$ cat src/cbt_params.svh
// constants for the branch, timing and clock-select block
`ifndef CBT_PARAMS_SVH
`define CBT_PARAMS_SVH

// ----------------------------------------
// register map (byte addresses)
// ----------------------------------------
`define CBT_ADDR_CLK_SEL 8'h80
`define CBT_ADDR_STATUS 8'h84
`define CBT_CLK_SEL_RESET 8'h00
`define CBT_CLK_SEL_MASK 8'h1F

// ----------------------------------------
// field positions
// ----------------------------------------
`define CBT_BIT_HALT 4
`define CBT_BIT_SUB 3
`define CBT_BIT_DIV_EN 2

// ----------------------------------------
// machine cycle timing
// ----------------------------------------
`define CBT_PHASES 4'hC
`define CBT_PH_LAST 4'hB
`define CBT_PH_S1P1 4'h0
`define CBT_PH_S1P2 4'h1
`define CBT_PH_S4P1 4'h6
`define CBT_PH_S4P2 4'h7

// ----------------------------------------
// opcodes
// ----------------------------------------
`define CBT_OP_LONG_CALL 8'h12
`define CBT_OP_RET 8'h22
`define CBT_OP_INTERRUPT_RETURN 8'h32
`define CBT_OP_JZ 8'h60
`define CBT_OP_JNZ 8'h70
`define CBT_OP_DECREMENT_JUMP_NONZERO_DIR 8'hD5
`define CBT_OP_COMPARE_JUMP_UNEQUAL_AIMM 8'hB4
`define CBT_OP_COMPARE_JUMP_UNEQUAL_ADIR 8'hB5
`define CBT_ABSOLUTE_CALL_LOW 5'h11

`endif

$ cat src/cbt_pkg.sv
// types shared by the branch, timing and clock-select block
package cbt_pkg;

    typedef enum logic [3:0] {
        CBT_OTHER,
        CBT_LONG_CALL,
        CBT_ABSOLUTE_CALL,
        CBT_RET,
        CBT_INTERRUPT_RETURN,
        CBT_JZ,
        CBT_JNZ,
        CBT_DECREMENT_JUMP_NONZERO,
        CBT_COMPARE_JUMP_UNEQUAL
    } cbt_iclass_e;

    typedef struct packed {
        cbt_iclass_e cls;
        logic [1:0] len;
        logic two_cyc;
    } cbt_instr_s;

    typedef struct packed {
        logic [2:0] rsvd;
        logic halt;
        logic sub;
        logic [2:0] div;
    } cbt_clksel_s;

endpackage

$ cat src/cbt_core.sv
// control-transfer execution, machine-cycle sequencer and clock selector
`timescale 1ns/100ps
`include "cbt_params.svh"

module cbt_core
    import cbt_pkg::*;
#(
    parameter int STACK_DEPTH = 8
) (
    input wire logic clk_i,
    input wire logic rst_i,
    input wire logic wb_cyc_i,
    input wire logic wb_stb_i,
    input wire logic wb_we_i,
    input wire logic [7:0] wb_adr_i,
    input wire logic [3:0] wb_sel_i,
    input wire logic [31:0] wb_dat_i,
    output logic [31:0] wb_dat_o,
    output logic wb_ack_o,
    input wire logic sub_osc_in_i,
    output logic main_osc_halt_o,
    output logic [15:0] prog_addr_o,
    output logic prog_rd_o,
    input wire logic [7:0] prog_data_i,
    input wire logic [7:0] acc_i,
    output logic [7:0] data_addr_o,
    output logic data_reg_o,
    output logic data_ind_o,
    input wire logic [7:0] data_i,
    output logic data_we_o,
    output logic [7:0] data_wdata_o,
    output logic carry_o,
    output logic carry_we_o,
    input wire logic irq_active_i,
    output logic irq_done_o,
    output logic [15:0] pc_o,
    output logic [2:0] state_o,
    output logic phase2_o,
    output logic exec_done_o
);

    localparam int SPW = $clog2(STACK_DEPTH);

    // ----------------------------------------
    // declarations
    // ----------------------------------------
    cbt_clksel_s clk_sel_reg;
    cbt_clksel_s clk_eff_reg;
    logic ack_reg;
    logic [31:0] rdata_reg;
    logic sub_meta_reg;
    logic sub_sync_reg;
    logic sub_prev_reg;
    logic sub_edge;
    logic [3:0] div_cnt_reg;
    logic [3:0] ratio_m1;
    logic [4:0] ratio_full;
    logic main_running;
    logic sys_tick;
    logic [3:0] phase_reg;
    logic cyc_reg;
    logic [15:0] pc_reg;
    logic [15:0] pc_next;
    logic [7:0] op_reg;
    logic [7:0] b1_reg;
    logic [7:0] b2_reg;
    cbt_instr_s ins_reg;
    cbt_instr_s dec;
    logic fetch_slot;
    logic [1:0] slot_idx;
    logic exec;
    logic [15:0] stack_mem [STACK_DEPTH];
    logic [SPW-1:0] sp_reg;
    logic [7:0] first_op;
    logic [7:0] second_op;
    logic [7:0] rel;
    logic [7:0] dec_val;
    logic take_rel;
    logic [15:0] rel_target;
    logic wb_req;

    // ----------------------------------------
    // register bus
    // ----------------------------------------
    assign wb_req = wb_cyc_i && wb_stb_i && !ack_reg;
    assign wb_ack_o = ack_reg;
    assign wb_dat_o = rdata_reg;

    always_ff @(posedge clk_i) begin
        if (rst_i) begin
            ack_reg <= 1'b0;
        end else begin
            ack_reg <= wb_req;
        end
    end

    always_ff @(posedge clk_i) begin
        if (rst_i) begin
            clk_sel_reg <= `CBT_CLK_SEL_RESET;
        end else if (wb_req && wb_we_i && wb_sel_i[0] && wb_adr_i == `CBT_ADDR_CLK_SEL) begin
            // reserved bits never store
            clk_sel_reg <= wb_dat_i[7:0] & `CBT_CLK_SEL_MASK;
        end
    end

    always_ff @(posedge clk_i) begin
        if (rst_i) begin
            rdata_reg <= 32'h0000_0000;
        end else if (wb_req && !wb_we_i) begin
            case (wb_adr_i)
                `CBT_ADDR_CLK_SEL: rdata_reg <= {24'h00_0000, clk_sel_reg};
                `CBT_ADDR_STATUS: rdata_reg <= {pc_reg, 8'h00, clk_eff_reg[4:0],
                    state_o};
                default: rdata_reg <= 32'h0000_0000;
            endcase
        end else begin
            rdata_reg <= 32'h0000_0000;
        end
    end

    // ----------------------------------------
    // system clock generation
    // ----------------------------------------
    always_ff @(posedge clk_i) begin
        if (rst_i) begin
            sub_meta_reg <= 1'b0;
            sub_sync_reg <= 1'b0;
            sub_prev_reg <= 1'b0;
        end else begin
            sub_meta_reg <= sub_osc_in_i;
            sub_sync_reg <= sub_meta_reg;
            sub_prev_reg <= sub_sync_reg;
        end
    end

    assign sub_edge = sub_sync_reg && !sub_prev_reg;
    assign main_osc_halt_o = clk_sel_reg.halt;

    // ratio minus one: 0, or 2**(low+1)-1
    assign ratio_full = (5'h02 << clk_eff_reg.div[1:0]) - 5'h01;
    assign ratio_m1 = clk_eff_reg.div[`CBT_BIT_DIV_EN] ? ratio_full[3:0] : 4'h0;
    assign main_running = !clk_eff_reg.sub && !clk_sel_reg.halt;
    assign sys_tick = clk_eff_reg.sub ? sub_edge : (main_running && div_cnt_reg == ratio_m1);

    // new selection is taken only at the end of a full period, so no
    // short pulse reaches the sequencer; a stalled main clock switches at once
    always_ff @(posedge clk_i) begin
        if (rst_i) begin
            clk_eff_reg <= `CBT_CLK_SEL_RESET;
            div_cnt_reg <= 4'h0;
        end else if (sys_tick || !(clk_eff_reg.sub || main_running)) begin
            clk_eff_reg <= clk_sel_reg;
            div_cnt_reg <= 4'h0;
        end else if (main_running) begin
            div_cnt_reg <= div_cnt_reg + 4'h1;
        end
    end

    // ----------------------------------------
    // machine cycle sequencer
    // ----------------------------------------
    always_ff @(posedge clk_i) begin
        if (rst_i) begin
            phase_reg <= `CBT_PH_S1P1;
        end else if (sys_tick) begin
            phase_reg <= (phase_reg == `CBT_PH_LAST) ? `CBT_PH_S1P1 : phase_reg + 4'h1;
        end
    end

    assign state_o = 3'(phase_reg[3:1]) + 3'h1;
    assign phase2_o = phase_reg[0];
    // fetch issued in S1 and S4 of every cycle, needed or not
    assign prog_rd_o = (phase_reg[3:1] == 3'h0) || (phase_reg[3:1] == 3'h3);
    assign prog_addr_o = pc_reg;
    assign pc_o = pc_reg;

    assign fetch_slot = sys_tick && (phase_reg == `CBT_PH_S1P2 || phase_reg == `CBT_PH_S4P2);
    assign slot_idx = {cyc_reg, phase_reg == `CBT_PH_S4P2};
    assign exec = sys_tick && phase_reg == `CBT_PH_LAST && cyc_reg == ins_reg.two_cyc;

    always_ff @(posedge clk_i) begin
        if (rst_i) begin
            cyc_reg <= 1'b0;
        end else if (sys_tick && phase_reg == `CBT_PH_LAST) begin
            cyc_reg <= exec ? 1'b0 : 1'b1;
        end
    end

    // ----------------------------------------
    // decode
    // ----------------------------------------
    function automatic cbt_instr_s decode(input logic [7:0] op);
        cbt_instr_s d;
        d = '{cls: CBT_OTHER, len: 2'h1, two_cyc: 1'b0};
        if (op == `CBT_OP_LONG_CALL) begin
            d = '{cls: CBT_LONG_CALL, len: 2'h3, two_cyc: 1'b1};
        end else if (op[4:0] == `CBT_ABSOLUTE_CALL_LOW) begin
            d = '{cls: CBT_ABSOLUTE_CALL, len: 2'h2, two_cyc: 1'b1};
        end else if (op == `CBT_OP_RET) begin
            d = '{cls: CBT_RET, len: 2'h1, two_cyc: 1'b1};
        end else if (op == `CBT_OP_INTERRUPT_RETURN) begin
            d = '{cls: CBT_INTERRUPT_RETURN, len: 2'h1, two_cyc: 1'b1};
        end else if (op == `CBT_OP_JZ) begin
            d = '{cls: CBT_JZ, len: 2'h2, two_cyc: 1'b1};
        end else if (op == `CBT_OP_JNZ) begin
            d = '{cls: CBT_JNZ, len: 2'h2, two_cyc: 1'b1};
        end else if (op == `CBT_OP_DECREMENT_JUMP_NONZERO_DIR) begin
            d = '{cls: CBT_DECREMENT_JUMP_NONZERO, len: 2'h3, two_cyc: 1'b1};
        end else if (op[7:3] == 5'h1B) begin
            d = '{cls: CBT_DECREMENT_JUMP_NONZERO, len: 2'h2, two_cyc: 1'b1};
        end else if (op[7:2] == 6'h2D || op[7:3] == 5'h17) begin
            d = '{cls: CBT_COMPARE_JUMP_UNEQUAL, len: 2'h3, two_cyc: 1'b1};
        end
        return d;
    endfunction

    assign dec = decode(prog_data_i);

    always_ff @(posedge clk_i) begin
        if (rst_i) begin
            op_reg <= 8'h00;
            ins_reg <= '{cls: CBT_OTHER, len: 2'h1, two_cyc: 1'b0};
            b1_reg <= 8'h00;
            b2_reg <= 8'h00;
        end else if (fetch_slot) begin
            if (slot_idx == 2'h0) begin
                op_reg <= prog_data_i;
                ins_reg <= dec;
            end else if (slot_idx == 2'h1 && ins_reg.len > 2'h1) begin
                b1_reg <= prog_data_i;
            end else if (slot_idx == 2'h2 && ins_reg.len > 2'h2) begin
                b2_reg <= prog_data_i;
            end
        end
    end

    // ----------------------------------------
    // operand routing
    // ----------------------------------------
    assign data_ind_o = ins_reg.cls == CBT_COMPARE_JUMP_UNEQUAL && op_reg[7:1] == 7'h5B;
    assign data_reg_o = op_reg[3] && (ins_reg.cls == CBT_DECREMENT_JUMP_NONZERO || ins_reg.cls == CBT_COMPARE_JUMP_UNEQUAL);
    always_comb begin
        if (op_reg == `CBT_OP_DECREMENT_JUMP_NONZERO_DIR || op_reg == `CBT_OP_COMPARE_JUMP_UNEQUAL_ADIR) begin
            data_addr_o = b1_reg;
        end else if (data_ind_o) begin
            data_addr_o = {7'h00, op_reg[0]};
        end else begin
            data_addr_o = {5'h00, op_reg[2:0]};
        end
    end

    always_comb begin
        first_op = data_i;
        second_op = b1_reg;
        if (op_reg == `CBT_OP_COMPARE_JUMP_UNEQUAL_AIMM) begin
            first_op = acc_i;
        end else if (op_reg == `CBT_OP_COMPARE_JUMP_UNEQUAL_ADIR) begin
            first_op = acc_i;
            second_op = data_i;
        end
    end

    assign dec_val = data_i - 8'h01;
    assign rel = (ins_reg.len == 2'h3) ? b2_reg : b1_reg;
    // pc already points past the jump here
    assign rel_target = pc_reg + {{8{rel[7]}}, rel};

    always_comb begin
        case (ins_reg.cls)
            CBT_JZ: take_rel = acc_i == 8'h00;
            CBT_JNZ: take_rel = acc_i != 8'h00;
            CBT_DECREMENT_JUMP_NONZERO: take_rel = dec_val != 8'h00;
            CBT_COMPARE_JUMP_UNEQUAL: take_rel = first_op != second_op;
            default: take_rel = 1'b0;
        endcase
    end

    // ----------------------------------------
    // program counter and return stack
    // ----------------------------------------
    always_comb begin
        pc_next = pc_reg;
        if (exec) begin
            case (ins_reg.cls)
                CBT_LONG_CALL: pc_next = {b1_reg, b2_reg};
                CBT_ABSOLUTE_CALL: pc_next = {pc_reg[15:11], op_reg[7:5], b1_reg};
                CBT_RET, CBT_INTERRUPT_RETURN: pc_next = stack_mem[SPW'(sp_reg - 1'b1)];
                default: pc_next = take_rel ? rel_target : pc_reg;
            endcase
        end else if (fetch_slot && (slot_idx == 2'h0 || slot_idx < ins_reg.len)) begin
            pc_next = pc_reg + 16'h0001;
        end
        // otherwise the extra fetch is dropped and pc holds
    end

    always_ff @(posedge clk_i) begin
        if (rst_i) begin
            pc_reg <= 16'h0000;
        end else begin
            pc_reg <= pc_next;
        end
    end

    // a small private stack; overflow wraps, oldest entry is lost
    always_ff @(posedge clk_i) begin
        if (rst_i) begin
            sp_reg <= '0;
        end else if (exec && (ins_reg.cls == CBT_LONG_CALL || ins_reg.cls == CBT_ABSOLUTE_CALL)) begin
            stack_mem[sp_reg] <= pc_reg;
            sp_reg <= SPW'(sp_reg + 1'b1);
        end else if (exec && (ins_reg.cls == CBT_RET || ins_reg.cls == CBT_INTERRUPT_RETURN)) begin
            sp_reg <= SPW'(sp_reg - 1'b1);
        end
    end

    // ----------------------------------------
    // side effects
    // ----------------------------------------
    always_ff @(posedge clk_i) begin
        if (rst_i) begin
            carry_o <= 1'b0;
            carry_we_o <= 1'b0;
            data_we_o <= 1'b0;
            data_wdata_o <= 8'h00;
            irq_done_o <= 1'b0;
            exec_done_o <= 1'b0;
        end else begin
            carry_we_o <= exec && ins_reg.cls == CBT_COMPARE_JUMP_UNEQUAL;
            if (exec && ins_reg.cls == CBT_COMPARE_JUMP_UNEQUAL) begin
                carry_o <= first_op < second_op;
            end
            data_we_o <= exec && ins_reg.cls == CBT_DECREMENT_JUMP_NONZERO;
            if (exec && ins_reg.cls == CBT_DECREMENT_JUMP_NONZERO) begin
                data_wdata_o <= dec_val;
            end
            irq_done_o <= exec && ins_reg.cls == CBT_INTERRUPT_RETURN && irq_active_i;
            exec_done_o <= exec;
        end
    end

    // ----------------------------------------
    // checks
    // ----------------------------------------
    logic [4:0] gap_reg;
    logic prev_main_reg;
    always_ff @(posedge clk_i) begin
        if (rst_i) begin
            gap_reg <= 5'h00;
            prev_main_reg <= 1'b0;
        end else begin
            gap_reg <= sys_tick ? 5'h00 : gap_reg + 5'h01;
            if (sys_tick) begin
                prev_main_reg <= !clk_eff_reg.sub;
            end
        end
    end
endmodule

$ cat config.mk
export PLATFORM = sky130hd
export DESIGN_NAME = cbt_core
export DESIGN_NICKNAME = d
export VERILOG_FILES = /design/src/cbt_pkg.sv /design/src/cbt_core.sv
export VERILOG_INCLUDE_DIRS = /design/src
export SDC_FILE = /design/constraint.sdc
export NUM_CORES = 1
export LEC_CHECK = 0
export ABC_AREA = 0
export BUFFER_PORTS_ARGS = -buffer_cell sky130_fd_sc_hd__clkbuf_2
export CAP_MARGIN = 10
export CORE_ASPECT_RATIO = 0.9
export CORE_MARGIN = 1.5
export CORE_UTILIZATION = 54
export CTS_BUF_LIST = sky130_fd_sc_hd__clkbuf_8
export DETAILED_ROUTE_END_ITERATION = 16
export PLACE_DENSITY = 0.79
export SYNTH_ARGS = -nofsm -noshare
export SYNTH_HDL_FRONTEND = slang
export SYNTH_SLANG_ARGS = --single-unit
$ cat constraint.sdc
create_clock -name clk_i -period 3.6 [get_ports clk_i]
set_clock_uncertainty 0.05 [all_clocks]
set_input_delay 0.36 -clock clk_i [delete_from_list [all_inputs] [get_ports clk_i]]
set_output_delay 0.36 -clock clk_i [all_outputs]
set_load 0.005 [all_outputs]
==> impl_results.rst <==
.. list-table::
   :header-rows: 1

   * - Metric
     - Value
   * - Count of non-filler cells in the finished layout
     - 1488
   * - Total vias in the final route
     - roughly 8.9k
   * - # fillers
     - 1660
   * - Clock transition at the registers of the reported paths
     - 0.06 ns
   * - Synth Cell Area
     - between 10000 and 15000 µm²
   * - P_int
     - 4110 µW
   * - Number of CTS-inserted buffers
     - 40
   * - Overall die width
     - 159 µm
   * - DRC violations left
     - 0
   * - Vias in the first global route
     - 8220
   * - Kind of end point of the critical path
     - register
   * - Critical Path AT
     - 3.86 ns
   * - Antenna-violating nets left
     - 0
   * - End of the critical path
     - pc_o[14]
   * - Slew Limit Headroom
     - between 40% and 50%
   * - Slew Limit Fails
     - 0
   * - Setup Buffers After CTS
     - 0
   * - RR Endpoint
     - pc_o[14]
   * - Row cnt
     - 51
   * - Gp weighted congestion
     - approximately 0.94
   * - Gate count after technology mapping
     - 1013
   * - Clock tree from TritonCTS
     - yes
   * - Final cell area excluding filler cells
     - about 14000 µm²
   * - Syn. warnings
     - 0
   * - Clk sinks
     - 238
   * - Placed Instance Area
     - roughly 13000 µm²
   * - Asr flop ratio synth
     - 0%
   * - Reg2reg setup slack
     - about 0.15 ns
   * - Clock root buffer
     - clkbuf_8
   * - Top-level port count
     - roughly 170
   * - Fraction of layout instances using a drive strength above 1
     - 25.1%
   * - Period Utilization, post-route
     - a little over nine tenths
   * - DPL Wire Length
     - 20100 µm
   * - Proportion of power drawn by combinational gates
     - 7.0%
   * - Max-capacitance violation count
     - 0
   * - Starting density of the core
     - 54.8%
   * - Detailed-route wire length per cell
     - about 20 µm
   * - Share of total power consumed by net switching
     - around a quarter
   * - Number of hold-slack violations in the final timing report
     - 0
   * - Worst Reg-to-Reg Cells
     - 11
   * - I/O Buffers
     - 130
   * - Wire length of the first global-routing pass
     - 45200 µm
   * - Post-Place Cells
     - 1412
   * - Hold crit path type
     - input pin to register
   * - Critical path launch point type
     - register
   * - Status
     - complete, no violations
   * - Layout area overhead
     - 15.3%
   * - GRT Overall Usage
     - 25.6%
   * - F_max
     - 290 MHz
   * - Final period demand of the worst path
     - between 3 and 4 ns
   * - Aggregate routed wire length
     - approximately 29000 µm
   * - IR Drop Worst-Case VDD
     - 0.000216 V
   * - Average footprint of a synthesized cell
     - ~12 µm²
   * - Congestion Overflow GR
     - 0
   * - Static leakage power
     - 0.00537 µW
   * - Total setup violations reported at the end of the flow
     - 0
   * - Actual slew at the worst max-slew pin
     - 0.779 ns
   * - Max FFs per register
     - ~130
   * - Ratio of total power to cell area
     - between 300 and 400 nW/µm²
   * - Sequential fraction of the synthesis area
     - 51.3%
   * - Starting DRC count in detailed routing
     - 982
   * - Kind of critical path
     - register to register
   * - Commonest non-fill, non-tap cell in the layout
     - clkbuf_2
   * - Total Die Area
     - 22700 µm²
   * - Vertical die dimension
     - about 140 µm
   * - Top reg by flops
     - stack_mem
   * - Yosys cell types
     - 82
   * - Part of the total power dissipated in sequential elements
     - 53.5%
   * - Core outline area
     - 21500 µm²
   * - # diodes
     - 0
   * - Avg Vias per Cell
     - 6.00
   * - Number of flops mapped to enable cells by yosys
     - 128
   * - Post-Route Utilization
     - approximately 63%
   * - Worst path required time
     - roughly 4 ns
   * - RSZ-0062 raised after global routing
     - false
   * - R2r startpoint
     - ins_reg[2]
   * - Buffer depth of the longest clock path
     - 3
   * - Post-synthesis register bit count
     - 238
   * - Number of levels in the clock H-tree
     - 2
   * - Critical path launch point
     - ins_reg[2]
   * - Clock network fraction of total power
     - 39.6%
   * - Clock latency at the later pin of the worst-skew pair
     - 0.55 ns
   * - Maximum number of pins on one net before global-route repair
     - between 50 and 60
   * - Dominant register cell in the synthesized netlist
     - edfxtp_1
   * - Layout Nets
     - 1281
   * - Detailed-routing iteration count for the pre-antenna-repair pass
     - 6
   * - Initial antenna violation count
     - 0
   * - Worst-path maximum fanout
     - 6
   * - Commonest cells after routing, fill and taps aside
     - clkbuf_2, edfxtp_1, dfxtp_1
   * - NetSw
     - between 1000 and 1500 µW
   * - Setup TNS after final layout
     - 0 ns
[power by group through the flow]
stage	logic, µW	registers (µW)	clock network, µW
2_1_floorplan	244	2940	0
3_3_place_gp	354	2950	0
3_5_place_dp	361	2960	0
4_1_cts	368	2900	2180
5_1_grt	408	2900	2300
6_report	377	2900	2150
[worst min-delay path by stage]
| stage | from | end | slack (ns) | cells past startpoint |
|---|---|---|---|---|
| 2_1_floorplan | sub_meta_reg | sub_sync_reg | 0.36 | 1 |
| 3_3_place_gp | sub_meta_reg | sub_sync_reg | 0.37 | 1 |
| 3_5_place_dp | sub_meta_reg | sub_sync_reg | 0.37 | 1 |
| 4_1_cts | wb_cyc_i | wb_ack_o | 0.05 | 3 |
| 5_1_grt | data_i[0] | data_wdata_o[0] | 0.07 | 2 |
| 6_report | wb_cyc_i | wb_ack_o | 0.06 | 3 |
[repair_timing]
item | in CTS | in global routing
endpoints found under the setup margin | 0 | 1
hold buffers | 7 | 0
gates resized for setup | 0 | 0
endpoints found under the hold margin | 7 | 0
[synth_stat cells, types with 3 or more instances]
cell type	count	area, µm²
clkbuf_1	26	97.6
nand4b_1	4	35.0
nor4_1	9	56.3
ha_1	35	438
nand4_1	9	56.3
o211ai_1	6	45.0
nand3b_1	9	67.6
nand2b_1	4	25.0
xnor2_1	14	123
nand2_1	52	195
and3_1	9	56.3
mux2i_1	56	561
o311ai_0	8	70.1
nor3_1	26	130
a21o_1	6	45.0
o21ai_0	33	165
a21oi_1	34	170
o21a_1	10	75.1
buf_6	7	78.8
and2_1	22	138
o32ai_1	6	52.6
nor2_1	107	402
inv_1	23	86.3
nor2b_1	8	50.1
mux4_2	32	721
nand3_1	23	115
mux2_2	22	248
a221oi_1	3	26.3
a311oi_1	3	26.3
buf_2	11	55.1
a22o_1	3	26.3
a31oi_1	15	93.8
xor2_1	14	123
nor4b_1	3	26.3
o31ai_1	9	67.6
a211oi_1	17	128
edfxtp_1	128	3840
nor3b_1	6	45.0
buf_4	28	210
dfxtp_1	110	2200
a222oi_1	9	90.1
[final cells by class]
cell class / instances / area (µm²) / share of cell area (%)
clock inverters: 26 / 114 / 0.838
flip-flops and latches: 238 / 6050 / 44.5
clock buffers: 43 / 592 / 4.35
well taps: 291 / 364 / 2.68
multi-input cells: 683 / 5250 / 38.7
repair buffers: 184 / 1140 / 8.36
inverters: 23 / 86.3 / 0.635
[critical path, stage by stage (launching register included)]
cell and delay, ns:
dfxtp_1 0.34, nand2_1 0.28, mux2_2 0.38, ha_1 0.21
fa_1 0.43, a21oi_1 0.20, o2111ai_1 0.21, o31ai_1 0.48
a31oi_1 0.19, xor2_1 0.19, o311ai_0 0.14, a311oi_1 0.28
[routing by layer]
| metal | up-vias | track usage [%] | routed length (µm) |
|---|---|---|---|
| li1 | 4132 | - | - |
| met1 | 4310 | 34.7 | 12700 |
| met2 | 416 | 42.1 | 13800 |
| met3 | 64 | 4.18 | 2270 |
| met4 | 0 | 9.22 | 777 |
| met5 | - | 0 | 0 |
[metrics by stage]
step	hold slack, ns	setup slack, ns	total power [µW]
3_5_place_dp	0.373	0.258	3320
2_1_floorplan	0.364	0.304	3190
5_1_grt	0.0705	0.0152	5610
3_3_place_gp	0.367	0.329	3310
6_report	0.0603	0.154	5420
4_1_cts	0.0465	0.238	5450
[cell families (layout without fill, tap and decap cells)]
family | after synthesis | in the layout | synth area share [%]
and+or+nand+nor | 308 | 308 | 13.4
other | 1 | 8 | 0.0318
buffers and inverters | 99 | 276 | 4.69
adders and majority gates | 36 | 36 | 3.88
DFF | 238 | 238 | 51.3
muxes | 110 | 110 | 13.0
xor gates and xnor gates | 28 | 28 | 2.08
AOI/OAI and AO/OA | 193 | 193 | 11.6
No activity file was read; power rests on OpenSTA's default activity.
